File: config.mk
export PLATFORM = sky130hd
export DESIGN_NAME = scg_ctrl
export DESIGN_NICKNAME = d
export VERILOG_FILES = /design/src/rtl/scg_clk_gate.v /design/src/rtl/scg_ctrl.v
export VERILOG_INCLUDE_DIRS = /design/src /design/src/rtl
export SDC_FILE = /design/constraint.sdc
export NUM_CORES = 1
export LEC_CHECK = 0
export BUFFER_PORTS_ARGS = -buffer_cell sky130_fd_sc_hd__buf_2
export CAP_MARGIN = 20
export CORE_MARGIN = 1
export CORE_UTILIZATION = 28
export CTS_CLUSTER_SIZE = 30
export DETAILED_ROUTE_END_ITERATION = 7
export PLACE_DENSITY_LB_ADDON = 0.05
export SETUP_SLACK_MARGIN = 0.05
export SLEW_MARGIN = 15
export SYNTH_ARGS = -nofsm -noshare
export SYNTH_HDL_FRONTEND = slang
export SYNTH_SLANG_ARGS = --single-unit
File: constraint.sdc
create_clock -name core_clk_i -period 3.6 [get_ports core_clk_i]
set_input_delay 0 -clock core_clk_i [delete_from_list [all_inputs] [get_ports core_clk_i]]
set_output_delay 0 -clock core_clk_i [all_outputs]
set_load 0.005 [all_outputs]
File: src/rtl/scg_consts.vh
`ifndef SCG_CONSTS_VH
`define SCG_CONSTS_VH

// Register byte offsets on the Avalon-MM slave.
`define SCG_ADDR_W 12
`define SCG_OFS_SLEEP_GATE 12'h110
`define SCG_OFS_IRQ_STATUS 12'h200
`define SCG_OFS_IRQ_CLEAR 12'h204
`define SCG_OFS_IRQ_ENABLE 12'h208
`define SCG_OFS_GATE_STATE 12'h20c

// Field positions of the sleep gating register.
`define SCG_BIT_PWM 20
`define SCG_BIT_HIBER 6
`define SCG_BIT_WDOG 3

// Reset value and writable mask of the sleep gating register.
`define SCG_GATE_RST 32'h00000040
`define SCG_GATE_WMASK 32'h00100048

// Unit index inside the three-bit unit vectors.
`define SCG_UNITS 3
`define SCG_UNIT_WDOG 0
`define SCG_UNIT_HIBER 1
`define SCG_UNIT_PWM 2
`define SCG_UNIT_RST 3'h2

// Field positions of the gate state register.
`define SCG_ST_AUTO 4
`define SCG_ST_MODE_LO 5
`define SCG_ST_MODE_HI 6

// Avalon-MM response codes.
`define SCG_RESP_OKAY 2'h0
`define SCG_RESP_DECODE 2'h3

`endif

File: src/rtl/scg_clk_gate.v
`timescale 1ns/1ps

// Glitch-free clock gate for one unit: the enable is retimed on the falling
// edge, so it only changes while the clock is low and no pulse is shortened.
module scg_clk_gate #(
    parameter [0:0] RST_VAL = 1'b0
) (
    // Clock and reset.
    input wire core_clk_i,
    input wire rst_i,
    // Enable in, gated clock and applied enable out.
    input wire en_i,
    output wire gclk_o,
    output wire en_o
);

    reg en_low_ff;

    // Enable is captured while the clock is low, so the AND below never cuts a high phase.
    always @(negedge core_clk_i) begin
        if (rst_i) begin
            en_low_ff <= RST_VAL;
        end else begin
            en_low_ff <= en_i;
        end
    end

    // Gated clock and the enable actually applied to the unit.
    assign gclk_o = core_clk_i & en_low_ff;
    assign en_o = en_low_ff;

endmodule // scg_clk_gate

File: src/rtl/scg_ctrl.v
`timescale 1ns/1ps
`include "scg_consts.vh"

module scg_ctrl (
    // Clock and synchronous reset.
    input wire core_clk_i,
    input wire rst_i,
    // Avalon-MM register slave.
    input wire [11:0] avs_address_i,
    input wire avs_read_i,
    input wire avs_write_i,
    input wire [31:0] avs_writedata_i,
    input wire [3:0] avs_byteenable_i,
    output wire [31:0] avs_readdata_o,
    output wire avs_waitrequest_o,
    output wire [1:0] avs_response_o,
    // Run and deep-sleep gating values and the power state from the system controller.
    input wire [2:0] run_gate_i,
    input wire [2:0] deep_sleep_gate_i,
    input wire auto_gating_select_i,
    input wire sleep_i,
    input wire deep_sleep_i,
    // Unit access attempts and the resulting bus fault.
    input wire [2:0] unit_access_i,
    output wire bus_fault_o,
    output wire [2:0] fault_unit_o,
    // Unit clocks and their applied enables.
    output wire [2:0] unit_clk_o,
    output wire [2:0] unit_clk_en_o,
    // Level interrupt.
    output wire irq_o
);

    // Operating modes used to pick the gating set.
    localparam [1:0] MODE_RUN = 2'h0;
    localparam [1:0] MODE_SLEEP = 2'h1;
    localparam [1:0] MODE_DEEP = 2'h2;

    // Places three unit bits at their register positions; every other bit reads zero.
    // Used both for readback and as the old word of a byte-lane merge.
    function [31:0] pack_units;
        input [2:0] u;
        begin
            pack_units = 32'h00000000;
            pack_units[`SCG_BIT_WDOG] = u[`SCG_UNIT_WDOG];
            pack_units[`SCG_BIT_HIBER] = u[`SCG_UNIT_HIBER];
            pack_units[`SCG_BIT_PWM] = u[`SCG_UNIT_PWM];
        end
    endfunction

    // Extracts the three unit bits from a register word.
    function [2:0] unpack_units;
        input [31:0] w;
        begin
            unpack_units = 3'h0;
            unpack_units[`SCG_UNIT_WDOG] = w[`SCG_BIT_WDOG];
            unpack_units[`SCG_UNIT_HIBER] = w[`SCG_BIT_HIBER];
            unpack_units[`SCG_UNIT_PWM] = w[`SCG_BIT_PWM];
        end
    endfunction

    // Merges write data into an old word under the byte enables.
    // Lanes whose enable is low keep their old contents, so partial writes are safe.
    function [31:0] merge_bytes;
        input [31:0] old;
        input [31:0] data;
        input [3:0] be;
        integer k;
        begin
            merge_bytes = old;
            for (k = 0; k < 4; k = k + 1) begin
                if (be[k]) begin
                    merge_bytes[8*k +: 8] = data[8*k +: 8];
                end
            end
        end
    endfunction

    // Register state.
    // Only the three enables are kept for the gating register; the bus word is rebuilt on read.
    reg [2:0] sleep_gate_ff;
    reg [2:0] irq_status_ff;
    reg [2:0] irq_enable_ff;
    reg ack_ff;
    reg [31:0] rdata_ff;
    reg [1:0] resp_ff;
    reg fault_ff;
    reg [2:0] fault_unit_ff;
    reg irq_ff;

    // Next values.
    // These are combinational; only the registers ending in _ff hold state.
    reg [2:0] nxt_sleep_gate;
    reg [2:0] nxt_irq_status;
    reg [2:0] nxt_irq_enable;
    reg [31:0] nxt_rdata;
    reg [1:0] nxt_resp;
    reg [1:0] mode;
    reg [2:0] want_en;

    // Bus decode.
    wire req;
    wire wr_go;
    wire hit_gate;
    wire hit_status;
    wire hit_clear;
    wire hit_enable;
    wire hit_state;
    wire mapped;
    wire [2:0] applied_en;
    wire [2:0] fault_now;
    wire [31:0] wmerged_gate;
    wire [31:0] wmerged_clear;
    wire [31:0] wmerged_enable;

    // A request waits one cycle, then completes with waitrequest low.
    // Waitrequest is combinational so it stands in the very cycle of the request; the registered
    // acknowledge then bounds every transfer to exactly one wait state.
    assign req = avs_read_i | avs_write_i;
    assign avs_waitrequest_o = req & ~ack_ff;
    assign wr_go = avs_write_i & ack_ff;

    // Address decode of the five registers.
    // Full compares, so aliases never answer and stray offsets give a decode error.
    assign hit_gate = (avs_address_i == `SCG_OFS_SLEEP_GATE);
    assign hit_status = (avs_address_i == `SCG_OFS_IRQ_STATUS);
    assign hit_clear = (avs_address_i == `SCG_OFS_IRQ_CLEAR);
    assign hit_enable = (avs_address_i == `SCG_OFS_IRQ_ENABLE);
    assign hit_state = (avs_address_i == `SCG_OFS_GATE_STATE);
    assign mapped = hit_gate | hit_status | hit_clear | hit_enable | hit_state;

    // Byte-lane merges for the writable registers.
    assign wmerged_gate = merge_bytes(pack_units(sleep_gate_ff), avs_writedata_i, avs_byteenable_i);
    assign wmerged_clear = merge_bytes(32'h00000000, avs_writedata_i, avs_byteenable_i);
    assign wmerged_enable = merge_bytes({29'h0, irq_enable_ff}, avs_writedata_i, avs_byteenable_i);

    // Mode selection: sleep sets are used only when auto gating is selected.
    // Deep sleep outranks sleep, since both may be raised while the system descends.
    always @* begin
        if (!auto_gating_select_i) begin
            mode = MODE_RUN;
        end else if (deep_sleep_i) begin
            mode = MODE_DEEP;
        end else if (sleep_i) begin
            mode = MODE_SLEEP;
        end else begin
            mode = MODE_RUN;
        end
    end

    // Gating set in force for the current mode.
    // Without auto gating the run set stays in force in every power state.
    always @* begin
        case (mode)
            MODE_RUN: begin
                want_en = run_gate_i;
            end
            MODE_SLEEP: begin
                want_en = sleep_gate_ff;
            end
            MODE_DEEP: begin
                want_en = deep_sleep_gate_i;
            end
            default: begin
                want_en = run_gate_i;
            end
        endcase
    end

    // One glitch-free gate per unit; the hibernation gate starts enabled.
    // Each gate retimes its enable on the falling edge, so the applied enable lags the
    // selected set by half a cycle and a unit never sees a shortened clock pulse.
    genvar gi;
    generate
        for (gi = 0; gi < `SCG_UNITS; gi = gi + 1) begin : g_gate
            scg_clk_gate #(
                .RST_VAL(gi == `SCG_UNIT_HIBER)
            ) u_gate (
                .core_clk_i(core_clk_i),
                .rst_i(rst_i),
                .en_i(want_en[gi]),
                .gclk_o(unit_clk_o[gi]),
                .en_o(applied_en[gi])
            );
        end
    endgenerate

    assign unit_clk_en_o = applied_en;

    // Accesses aimed at an unclocked unit.
    // The check uses the applied enable, which is what the unit really receives, not the
    // selected one that may still be on its way through the gate.
    assign fault_now = unit_access_i & ~applied_en;

    // Sleep gating register write; only the three enable bits are stored.
    // Reserved bits are never stored, so they always read zero whatever software writes.
    always @* begin
        nxt_sleep_gate = sleep_gate_ff;
        if (wr_go && hit_gate) begin
            nxt_sleep_gate = unpack_units(wmerged_gate & `SCG_GATE_WMASK);
        end
    end

    // Interrupt status: a new fault wins over a clear in the same cycle.
    // Losing a fault to a coincident clear would hide an access that really failed.
    always @* begin
        nxt_irq_status = irq_status_ff;
        if (wr_go && hit_clear) begin
            nxt_irq_status = irq_status_ff & ~wmerged_clear[2:0];
        end
        nxt_irq_status = nxt_irq_status | fault_now;
    end

    // Interrupt enable register write.
    always @* begin
        nxt_irq_enable = irq_enable_ff;
        if (wr_go && hit_enable) begin
            nxt_irq_enable = wmerged_enable[2:0];
        end
    end

    // Read mux; reserved and write-only registers read as zero.
    // The clear register is write-only, so a read of it falls through to zero.
    always @* begin
        nxt_rdata = 32'h00000000;
        if (hit_gate) begin
            nxt_rdata = pack_units(sleep_gate_ff);
        end else if (hit_status) begin
            nxt_rdata = {29'h0, irq_status_ff};
        end else if (hit_enable) begin
            nxt_rdata = {29'h0, irq_enable_ff};
        end else if (hit_state) begin
            nxt_rdata[2:0] = applied_en;
            nxt_rdata[`SCG_ST_AUTO] = auto_gating_select_i;
            nxt_rdata[`SCG_ST_MODE_HI:`SCG_ST_MODE_LO] = mode;
        end
        nxt_resp = mapped ? `SCG_RESP_OKAY : `SCG_RESP_DECODE;
    end

    // Bus handshake and read data registers.
    // Read data and response are captured on the wait cycle and then hold until the next
    // request, so the master may take them at the edge that ends the wait.
    always @(posedge core_clk_i) begin
        if (rst_i) begin
            ack_ff <= 1'b0;
            rdata_ff <= 32'h00000000;
            resp_ff <= `SCG_RESP_OKAY;
        end else begin
            ack_ff <= req & ~ack_ff;
            if (req && !ack_ff) begin
                rdata_ff <= avs_read_i ? nxt_rdata : 32'h00000000;
                resp_ff <= nxt_resp;
            end
        end
    end

    // Control and status registers; the interrupt flop is fed from the next values,
    // so it comes from a register and still rises in the cycle the status bit is set.
    always @(posedge core_clk_i) begin
        if (rst_i) begin
            sleep_gate_ff <= `SCG_UNIT_RST;
            irq_status_ff <= 3'h0;
            irq_enable_ff <= 3'h0;
            irq_ff <= 1'b0;
        end else begin
            sleep_gate_ff <= nxt_sleep_gate;
            irq_status_ff <= nxt_irq_status;
            irq_enable_ff <= nxt_irq_enable;
            irq_ff <= |(nxt_irq_status & nxt_irq_enable);
        end
    end

    // Bus fault pulse towards the bus fabric, one cycle after the access.
    // One pulse per faulting access cycle; the sticky status keeps the record.
    always @(posedge core_clk_i) begin
        if (rst_i) begin
            fault_ff <= 1'b0;
            fault_unit_ff <= 3'h0;
        end else begin
            fault_ff <= |fault_now;
            fault_unit_ff <= fault_now;
        end
    end

    // Outputs.
    assign avs_readdata_o = rdata_ff;
    assign avs_response_o = resp_ff;
    assign bus_fault_o = fault_ff;
    assign fault_unit_o = fault_unit_ff;
    assign irq_o = irq_ff;

endmodule // scg_ctrl

# Word-level counts from Yosys, hierarchy flattened
# Index checks and enable logic that the tools add are counted.
[word_totals]
register_bits = 52
input_bits = 64
out_inout_bits = 46
word_cells = 62
[classes]
n_eq_ne = 7
n_mux = 16
n_bitwise = 17
reduce_logical = 9
[ops]
columns = ["cell", "count"]
rows = [
  ["12-bit by 10-bit == test with 1-bit output (second input constant)", 4],
  ["32-bit two-way mux", 1],
  ["3-bit two-way mux", 8],
  ["21-bit two-way mux", 1],
  ["12-bit by 9-bit == test with 1-bit output (second input constant)", 1],
  ["3-bit bitwise AND", 3],
  ["7-bit two-way mux", 1],
  ["2-bit two-way mux", 3],
  ["3-bit inverter", 2],
  ["3-bit case mux with 2 select lines", 1],
  ["3-bit OR reduction", 2],
  ["1-bit bitwise AND", 5],
  ["1-bit OR", 5],
  ["1-bit logical AND", 4],
  ["2-bit AND reduction", 2],
  ["3-bit OR", 1],
  ["2-bit by 1-bit == test with 1-bit output (second input constant)", 1],
  ["2-bit == test (second input constant)", 1],
  ["1-bit logical NOT", 1],
  ["1-bit two-way mux", 1],
  ["1-bit inverter", 1],
]

# Depth between registers and ports, before layout
# Gate-level depths: netlist of the first run.
[logic_depth]
ltp_word = 8
mapped_depth = 7
depth_no_buf = 7

# Cells and area by module
# From an unflattened synthesis of the first run, not the netlist that was laid out.
[unflattened]
cells_unflattened = 177
area_unflattened_um2 = 1488.9
[modules_own_cells]
columns = ["mod", "n_inst", "cells_per_inst", "area_per_inst_um2", "seq_area_each_um2"]
rows = [
  ["scg_ctrl", 1, 165, 1375.1, 480.5],
  ["scg_clk_gate (g_gate[0].u_gate ...)", 2, 4, 38.8, 20.0],
  ["scg_clk_gate (g_gate[1].u_gate)", 1, 4, 36.3, 20.0],
]

==> run_results.csv, run 1 <==
group,metric,value,unit
global_route,grt_use_total,0.133,
cts,clock_latency,460,ps
sta,worstMarginPinSlew,589,ps
sta,slew_violations,0,
routing,routed_wl,3630,um
setup_path,worstPathMaxFanout,4,
cells_and_area,fin_nets,305,
floorplanning,num_rows,26,
cells_and_area,drive_gt1_frac,0.293,
setup_path,start_kind,"flop",
routing,drtIter0Drc,60,
global_route,grt_max_degree,24,
sta,rsz0062_at_grt,"no",
power_and_ir_drop,ir_drop,0.000289,V
power_and_ir_drop,power_density,424,mW/mm^2
sta,whs,6.59,ps
routing,vias_per_cell,4.37,
power_and_ir_drop,seqPwrFrac,0.387,
sta,maxSlewHeadroom,0.604,
cells_and_area,antennaDiodeCount,0,
cells_and_area,mostFrequentLayoutCell,"buf_2",
cells_and_area,area_growth,29.7,%
cells_and_area,final_area,0.00192,mm^2
logic_synthesis,ys_seq_elements,27,
cells_and_area,mostFrequentLayoutCells,"57 x buf_2, 27 x dfxtp_1, 24 x conb_1, 22 x nor2_1",
power_and_ir_drop,power.internal,0.618,mW
setup_path,critPathArrivalTime,3610,ps
power_and_ir_drop,p_sw,0.197,mW
power_and_ir_drop,p_leak,0.904,nW
place,portBuffers,57,
routing,ant_nets,0,
place,dp_hpwl,2780,um
routing,wire_per_inst,11.7,um
floorplanning,initial_core_util,0.290,
place,place_inst,288,
logic_synthesis,ys_types,37,
power_and_ir_drop,power_frac_comb,0.111,
global_route,grt_first_pass_wirelength,5360,um
job,drv_cap,0,
power_and_ir_drop,swShare,0.242,
floorplanning,io_pins,110,
power_and_ir_drop,power,0.816,mW
logic_synthesis,ys.warnings.count,0,
setup_path,crit_required,3930,ps
logic_synthesis,syn_area,0.00148,mm^2
routing,detail_route.first_pass.iterations,4,
floorplanning,dieHeight,74.8,um
status,status,"finished clean",
routing,remaining_drc_errors,0,
global_route,grt_antenna_before_repair,0,
setup_path,end_kind,"flop",
sta,fin_ws,315,ps
cts,post-cts-setup-buffers,0,
setup_path,crit_type,"reg -> reg",
floorplanning,die_area,0.00559,mm^2
routing,via_count,1349,
logic_synthesis,syn_inst,175,
cts,cts_tree,"done",
global_route,grt_overflow,0,
logic_synthesis,synth_edf_count,0,
place,finalWeightedCongestion,0.713,
cts,holdBufCountCts,10,
global_route,first_global_vias,1188,
sta,fin_tns_setup,0,ps
sta,clock_skew,84.7,ps
cells_and_area,final-instance-count-excl-fill,309,
logic_synthesis,avgSynthCellArea,8.47,um^2
logic_synthesis,synth_ff_type,"dfxtp_1",
cts,path_clk_slew,100,ps
worst_hold_path,hold_class,"in -> reg",
cts,ctsResizeCount,0,
floorplanning,dieWidth,74.8,um
logic_synthesis,ys_seq_area_frac,0.365,
logic_synthesis,ys_async_sr_fraction,0,
place,place_area,0.00169,mm^2
sta,setup_viol,0,
cells_and_area,utilization,0.377,
place,pre_cts_slack,368,ps
power_and_ir_drop,clkPwrFrac,0.502,
floorplanning,coreArea,0.00511,mm^2
sta,hold_viol,0,
==> final timing paths <==
kind	startpoint	to	cells after the start	slack, ps
setup / recovery	g_gate[0].u_gate.en_o	irq_o	4	320
hold / removal	avs_address_i[4]	avs_response_o[0]	3	7
setup reg to reg	g_gate[0].u_gate.en_o	irq_o	4	320
hold reg to reg	sleep_gate_ff[1]	avs_readdata_o[6]	2	480
==> synthesized netlist by cell type, types with 2 or more instances <==
| cell | instances | area, um^2 |
|---|---|---|
| a22o_1 | 3 | 26.3 |
| mux2i_1 | 8 | 80.1 |
| nand4bb_1 | 2 | 22.5 |
| inv_1 | 8 | 30.0 |
| a22oi_1 | 8 | 60.1 |
| nor3_1 | 4 | 20.0 |
| dfxtp_1 | 27 | 541 |
| nand3_1 | 5 | 25.0 |
| or4_4 | 2 | 22.5 |
| buf_4 | 31 | 233 |
| or3_1 | 2 | 12.5 |
| o21ai_0 | 5 | 25.0 |
| clkbuf_1 | 4 | 15.0 |
| a21oi_1 | 5 | 25.0 |
| nand2b_1 | 6 | 37.5 |
| and2_1 | 4 | 25.0 |
| nand2_1 | 7 | 26.3 |
| or4_1 | 3 | 22.5 |
| nor2_1 | 22 | 82.6 |
| ha_1 | 2 | 25.0 |
==> layout make-up <==
cell class | count | area, um^2
Sequential cell | 27 | 541
Clock buffer | 11 | 115
Inverter | 7 | 26.3
Clock inverter | 4 | 41.3
Tap cell | 70 | 87.6
Timing Repair Buffer | 64 | 370
Fill cell | 565 | 3180
Multi-Input combinational cell | 126 | 742
==> routing by layer <==
layer	vias to the layer above	share of wire	global-route usage
met5	-	0	0
met4	0	0.0025	0.0755
met3	2	0.065	0.0469
met2	54	0.45	0.194
met1	621	0.48	0.171
li1	672	-	-
==> power by group through the flow <==
stage | clock, mW | sequential (mW) | combinational [mW]
floorplan | 0.0370 | 0.321 | 0.0671
global placement | 0.0293 | 0.322 | 0.0816
detailed placement | 0.0293 | 0.322 | 0.0821
CTS | 0.424 | 0.316 | 0.0910
global route | 0.444 | 0.317 | 0.103
finish | 0.410 | 0.316 | 0.0906
==> flip-flops by register name, summed over array words and instances (netlist names), 3 cells and up <==
| register | flops |
|---|---|
| avs_readdata_o | 8 |
| sleep_gate_ff | 3 |
| irq_enable_ff | 3 |
| fault_unit_o | 3 |
| irq_status_ff | 3 |
| g_gate.u_gate.en_o | 3 |
==> worst max-delay path, cell delays in order, from the launching register on <==
cell and delay, ps:
dfxtp_1 340, nor3b_1 410, inv_1 110, a311oi_1 360
a211o_1 140
==> kinds of logic (layout without fill, tap and decap cells) <==
group                    after synthesis  in the layout  synth area share
adder cells (fa/ha/maj)                2              2            0.0169
AO/OA/AOI/OAI                         28             28             0.127
AND/OR/NAND/NOR                       64             64             0.241
buffers and inverters                 45             86             0.193
flip-flops                            27             27             0.365
other                                  1             24           0.00253
multiplexers                           8              8            0.0540
Power figures use the tool's default switching activity.
==> run 2: changes to the inputs <==
--- a/config.mk
+++ b/config.mk
@@ -12,9 +12,10 @@
 export CORE_UTILIZATION = 28
 export CTS_CLUSTER_SIZE = 30
 export DETAILED_ROUTE_END_ITERATION = 7
-export PLACE_DENSITY_LB_ADDON = 0.05
+export PLACE_DENSITY = 0.65
 export SETUP_SLACK_MARGIN = 0.05
 export SLEW_MARGIN = 15
 export SYNTH_ARGS = -nofsm -noshare
 export SYNTH_HDL_FRONTEND = slang
+export SYNTH_HIERARCHICAL = 1
 export SYNTH_SLANG_ARGS = --single-unit
==> run_results.csv, run 2 <==
group,metric,value,unit
setup_path,crit_type,"reg -> reg",
logic_synthesis,ys_async_sr_fraction,0,
setup_path,worst_r2r_path_depth,4,
cells_and_area,drive_gt1_frac,0.298,
setup_path,crit_required,3910,ps
logic_synthesis,yosysTopAreaCellShare,0.363,
cells_and_area,final-instance-count-excl-fill,322,
floorplanning,initial_core_util,0.292,
cells_and_area,area_growth,34.1,%
global_route,grt_overflow,0,
place,place_inst,297,
routing,vias_per_cell,4.37,
logic_synthesis,syn_area,0.00149,mm^2
cells_and_area,largest_reg_flops,8,
logic_synthesis,ys.warnings.count,6,
routing,drtIter0Drc,47,
logic_synthesis,synth_most_common_cell,"dfxtp_1",
sta,whs,19.9,ps
sta,rsz0062_at_grt,"no",
logic_synthesis,ys_seq_area_frac,0.363,
routing,via_count,1407,
global_route,grt_first_pass_wirelength,5710,um
logic_synthesis,synth_area_leaders,"dfxtp_1 36%, buf_4 13%, nand2_1 5.0%, a21oi_1 4.0%, nor2_1 3.0%",
cells_and_area,mostFrequentLayoutCell,"buf_2",
power_and_ir_drop,ir_drop,0.000271,V
cells_and_area,fin_nets,318,
sta,worstMarginPinSlew,527,ps
place,portBuffers,57,
place,dp_hpwl,2770,um
setup_path,critPathArrivalTime,3520,ps
routing,ant_nets,0,
power_and_ir_drop,power_density,374,mW/mm^2
cells_and_area,mostFrequentLayoutCells,"57 x buf_2, 27 x dfxtp_1, 24 x conb_1, 20 x nand2_1, 16 x dlygate4sd3_1",
routing,detail_route.first_pass.iterations,6,
cts,ctsResizeCount,0,
global_route,first_global_vias,1224,
global_route,grt_use_total,0.143,
cts,holdBufCountCts,16,
setup_path,r2r_end,"irq_o",
cts,clock_latency,460,ps
cts,post-cts-setup-buffers,0,
setup_path,r2r_slack,390,ps
place,finalWeightedCongestion,0.794,
logic_synthesis,avgSynthCellArea,8.41,um^2
logic_synthesis,ys_seq_elements,27,
sta,clock_skew,78.2,ps
logic_synthesis,ys_types,45,
setup_path,critPathCapture,"irq_o",
status,status,"finished, violations left",
sta,fin_tns_setup,0,ps
power_and_ir_drop,power,0.746,mW
logic_synthesis,yosys-top-cells-count,"27 x dfxtp_1, 26 x buf_4, 20 x nand2_1",
job,drv_cap,0,
floorplanning,num_rows,26,
floorplanning,dieHeight,74.9,um
place,place_area,0.00173,mm^2
status,failed_checks,"DRC",
floorplanning,io_pins,110,
logic_synthesis,synth_edf_count,0,
global_route,grt_max_degree,26,
setup_path,start_kind,"flop",
sta,hold_viol,0,
power_and_ir_drop,p_leak,0.910,nW
place,pre_cts_slack,422,ps
setup_path,end_kind,"flop",
logic_synthesis,synth_top_cell_by_area,"dfxtp_1",
setup_path,worstPathMaxFanout,4,
worst_hold_path,hold_class,"in -> reg",
cts,path_clk_slew,90,ps
cts,cts_tree,"done",
cells_and_area,final_area,0.00200,mm^2
floorplanning,dieWidth,74.9,um
cells_and_area,utilization,0.391,
logic_synthesis,synth_ff_type,"dfxtp_1",
sta,setup_viol,0,
routing,wire_per_inst,11.4,um
floorplanning,die_area,0.00561,mm^2
floorplanning,coreArea,0.00511,mm^2
sta,slew_violations,0,
sta,maxSlewHeadroom,0.648,
cells_and_area,antennaDiodeCount,0,
logic_synthesis,syn_inst,177,
setup_path,r2r_start,"g_gate[1].u_gate/en_o",
setup_path,crit_start,"g_gate[1].u_gate/en_o",
global_route,grt_antenna_before_repair,0,
sta,fin_ws,385,ps
routing,remaining_drc_errors,1,
routing,routed_wl,3670,um
==> run 2: cell types whose count changed after synthesis, sizes merged, moves of 4 or more <==
cell / delta
a21oi: +7
nand4: +5
nor3: -4
buf: -4
a22oi: -5
nor2: -11
nand2: +13
mux2i: -4
==> run 2: routing by layer <==
metal,part of all wire,vias to the layer above,track usage,wire length (um)
li1,-,710,-,-
met1,0.44,632,0.174,1620
met2,0.46,56,0.214,1690
met3,0.077,9,0.0415,281
met4,0.022,0,0.105,80
met5,0,-,0,0
==> run 2: cells by family after synthesis <==
group / count (synthesis) / synth area share
AND/OR/NAND/NOR: 76 / 0.307
buffers and inverters: 41 / 0.175
flip-flops: 27 / 0.363
AO/OA/AOI/OAI: 26 / 0.109
multiplexers: 4 / 0.0269
adder cells (fa/ha/maj): 2 / 0.0168
other: 1 / 0.00252
==> run 2: worst min path at each step <==
stage	end	startpoint	slack, ps	cells past startpoint
6_report	avs_readdata_o[6]	avs_address_i[3]	20	3
3_3_place_gp	unit_clk_o[0]	core_clk_i	190	2
4_1_cts	avs_readdata_o[6]	avs_address_i[3]	7	3
2_1_floorplan	fault_unit_o[0]	rst_i	90	1
5_1_grt	avs_readdata_o[6]	avs_address_i[3]	20	3
3_5_place_dp	unit_clk_o[2]	core_clk_i	190	2
==> run 2: worst max-delay path: stages, from the launching register on <==
cell      delay [ps]
dfxtp_1          340
nor3b_1          460
nand2b_1         170
o22ai_1           90
o221ai_1         200
==> run 2: power by group <==
| group | internal [mW] | switching [mW] |
|---|---|---|
| combinational | 0.0439 | 0.0502 |
| sequential | 0.309 | 0.00605 |
| clock | 0.195 | 0.142 |
==> run 2: area by class of cell <==
| type | instances | area [um^2] |
|---|---|---|
| clock buffers | 11 | 115 |
| clock inverters | 4 | 15.0 |
| fillers | 557 | 3110 |
| inverters | 7 | 26.3 |
| multi-input cells | 132 | 774 |
| flip-flops and latches | 27 | 541 |
| well taps | 70 | 87.6 |
| repair buffers | 71 | 438 |
==> run 3: changes to the inputs <==
--- a/config.mk
+++ b/config.mk
@@ -6,13 +6,14 @@
 export SDC_FILE = /design/constraint.sdc
 export NUM_CORES = 1
 export LEC_CHECK = 0
+export ABC_AREA = 1
 export BUFFER_PORTS_ARGS = -buffer_cell sky130_fd_sc_hd__buf_2
 export CAP_MARGIN = 20
 export CORE_MARGIN = 1
-export CORE_UTILIZATION = 28
+export CORE_UTILIZATION = 46
 export CTS_CLUSTER_SIZE = 30
 export DETAILED_ROUTE_END_ITERATION = 7
-export PLACE_DENSITY = 0.65
+export PLACE_DENSITY = 0.91
 export SETUP_SLACK_MARGIN = 0.05
 export SLEW_MARGIN = 15
 export SYNTH_ARGS = -nofsm -noshare
==> run_results.csv, run 3 <==
group,metric,value,unit
cells_and_area,drive_gt1_frac,0.278,
logic_synthesis,ys_seq_area_frac,0.308,
logic_synthesis,synth_edf_count,0,
routing,remaining_drc_errors,0,
place,dp_hpwl,3100,um
setup_path,path_cells,"dlygate4sd3_1 -> buf_2 -> nand2_1 -> nor2_1 -> ha_1 -> inv_1 -> nor2_1 -> a21oi_1 -> inv_1 -> nor2_2",
logic_synthesis,syn_area,0.00176,mm^2
logic_synthesis,synth_most_common_cell,"nand2_1",
cts,cts_tree,"done",
global_route,grt_overflow,0,
floorplanning,dieHeight,63.8,um
setup_path,slowest_stage,"dlygate4sd3_1",
floorplanning,initial_core_util,0.480,
logic_synthesis,ys.warnings.count,6,
worst_hold_path,hold_class,"in -> reg",
sta,rsz0062_at_grt,"no",
cts,path_clk_slew,90,ps
power_and_ir_drop,power_density,359,mW/mm^2
sta,worstMarginPinSlew,874,ps
cells_and_area,mostFrequentLayoutCell,"nand2_1",
setup_path,end_kind,"flop",
cells_and_area,utilization,0.620,
floorplanning,io_pins,110,
place,portBuffers,57,
setup_path,start_kind,"input pin",
sta,clock_skew,90.5,ps
cells_and_area,final-instance-count-excl-fill,393,
cells_and_area,antennaDiodeCount,0,
logic_synthesis,synth_ff_type,"dfxtp_1",
cts,clock_latency,460,ps
sta,slew_violations,0,
routing,drtIter0Drc,92,
routing,routed_wl,4240,um
routing,ant_nets,0,
logic_synthesis,ys_types,28,
setup_path,slowest_delay,520,ps
routing,detail_route.first_pass.iterations,4,
cells_and_area,mostFrequentLayoutCells,"71 x nand2_1, 57 x buf_2, 40 x inv_1, 27 x nor2_1, 27 x dfxtp_1",
setup_path,crit_type,"in -> reg",
global_route,grt_use_total,0.228,
cells_and_area,final_area,0.00227,mm^2
power_and_ir_drop,ir_drop,0.000169,V
power_and_ir_drop,p_leak,1.23,nW
logic_synthesis,synth_top_cell_by_area,"dfxtp_1",
logic_synthesis,synth_area_leaders,"dfxtp_1 31%, nand2_1 15%, buf_4 11%, inv_1 8.5%, nor2_1 5.8%",
sta,hold_viol,0,
logic_synthesis,syn_inst,268,
logic_synthesis,yosys-top-cells-count,"71 x nand2_1, 40 x inv_1, 27 x dfxtp_1, 27 x nor2_1, 25 x buf_4",
job,drv_cap,0,
cells_and_area,largest_reg_flops,8,
floorplanning,num_rows,22,
sta,maxSlewHeadroom,0.416,
logic_synthesis,ys_async_sr_fraction,0,
cts,post-cts-setup-buffers,0,
logic_synthesis,ys_seq_elements,27,
floorplanning,dieWidth,63.8,um
sta,fin_tns_setup,0,ps
sta,setup_viol,0,
place,place_inst,368,
place,place_area,0.00199,mm^2
power_and_ir_drop,power,0.814,mW
setup_path,r2r_slack,750,ps
setup_path,critPathArrivalTime,1540,ps
logic_synthesis,yosysTopAreaCellShare,0.308,
place,finalWeightedCongestion,0.834,
cells_and_area,fin_nets,411,
global_route,first_global_vias,1818,
setup_path,crit_required,2190,ps
global_route,grt_first_pass_wirelength,7270,um
floorplanning,die_area,0.00407,mm^2
routing,via_count,1822,
global_route,grt_max_degree,24,
routing,wire_per_inst,10.8,um
status,status,"finished clean",
routing,vias_per_cell,4.64,
global_route,grt_antenna_before_repair,0,
floorplanning,coreArea,0.00366,mm^2
cells_and_area,area_growth,29.1,%
setup_path,worstPathMaxFanout,4,
logic_synthesis,avgSynthCellArea,6.55,um^2
run 3: cell count changes after synthesis, sizes merged, moves of 4 or more:
| cell | previous run | this run |
|---|---|---|
| nand2 | 20 | 76 |
| inv | 9 | 43 |
| nor2 | 12 | 39 |
| nand3 | 7 | 21 |
| a21oi | 12 | 18 |
| and2 | 5 | 0 |
| mux2i | 4 | 0 |
| nand2b | 4 | 0 |
run 3: path summary, 6_finish.rpt:
path | to | from | cells after the start
min reg2reg | avs_readdata_o[3] | sleep_gate_ff[0] | 2
max | g_gate[2].u_gate/en_o | auto_gating_select_i | 10
min | avs_response_o[0] | avs_address_i[1] | 5
max reg2reg | irq_o | g_gate[1].u_gate/en_o | 7
run 3: worst max-delay path, delay by kind of cell:
family | cells | cell delay [ps]
AO/OA/AOI/OAI | 1 | 110
adder cells (fa/ha/maj) | 1 | 300
buffers and inverters | 4 | 820
AND/OR/NAND/NOR | 4 | 320
run 3: kinds of logic after synthesis:
| family | after synthesis | synth area share |
|---|---|---|
| compound gates | 24 | 0.0791 |
| fa+ha+maj | 2 | 0.0142 |
| buf+inv | 72 | 0.208 |
| flops | 27 | 0.308 |
| other cells | 1 | 0.00213 |
| simple gates | 142 | 0.389 |
run 3: power breakdown:
| part | switching (mW) | internal (mW) |
|---|---|---|
| Clock | 0.152 | 0.231 |
| Combinational | 0.0669 | 0.0471 |
| Sequential | 0.00750 | 0.310 |
run 3: metrics by stage:
| stage | hold slack (ps) | worst slack, ps |
|---|---|---|
| 5_1_grt | 55.7 | 490 |
| 3_3_place_gp | 158 | 753 |
| 3_5_place_dp | 158 | 716 |
| 6_report | 11.3 | 655 |
| 4_1_cts | 1.17 | 673 |
| 2_1_floorplan | 83.8 | 947 |
run 3: timing repair:
action / CTS / global route
resized for setup: 0 / 0
hold buffers: 16 / 0
endpoints found under the hold margin: 15 / 0
run 3: final cells by class:
| type | count | area (um^2) |
|---|---|---|
| clock buffer | 10 | 111 |
| clock inverter | 8 | 46.3 |
| fill | 342 | 1390 |
| inverter | 38 | 143 |
| multi-input combinational | 192 | 937 |
| sequential | 27 | 541 |
| tap | 48 | 60.1 |
| timing repair buffer | 70 | 430 |
run 3: routing by layer:
metal	up-vias	wire length (um)	track usage
li1	923	-	-
met1	803	1710	0.242
met2	83	2180	0.403
met3	13	276	0.0589
met4	0	80	0.136
met5	-	0	0
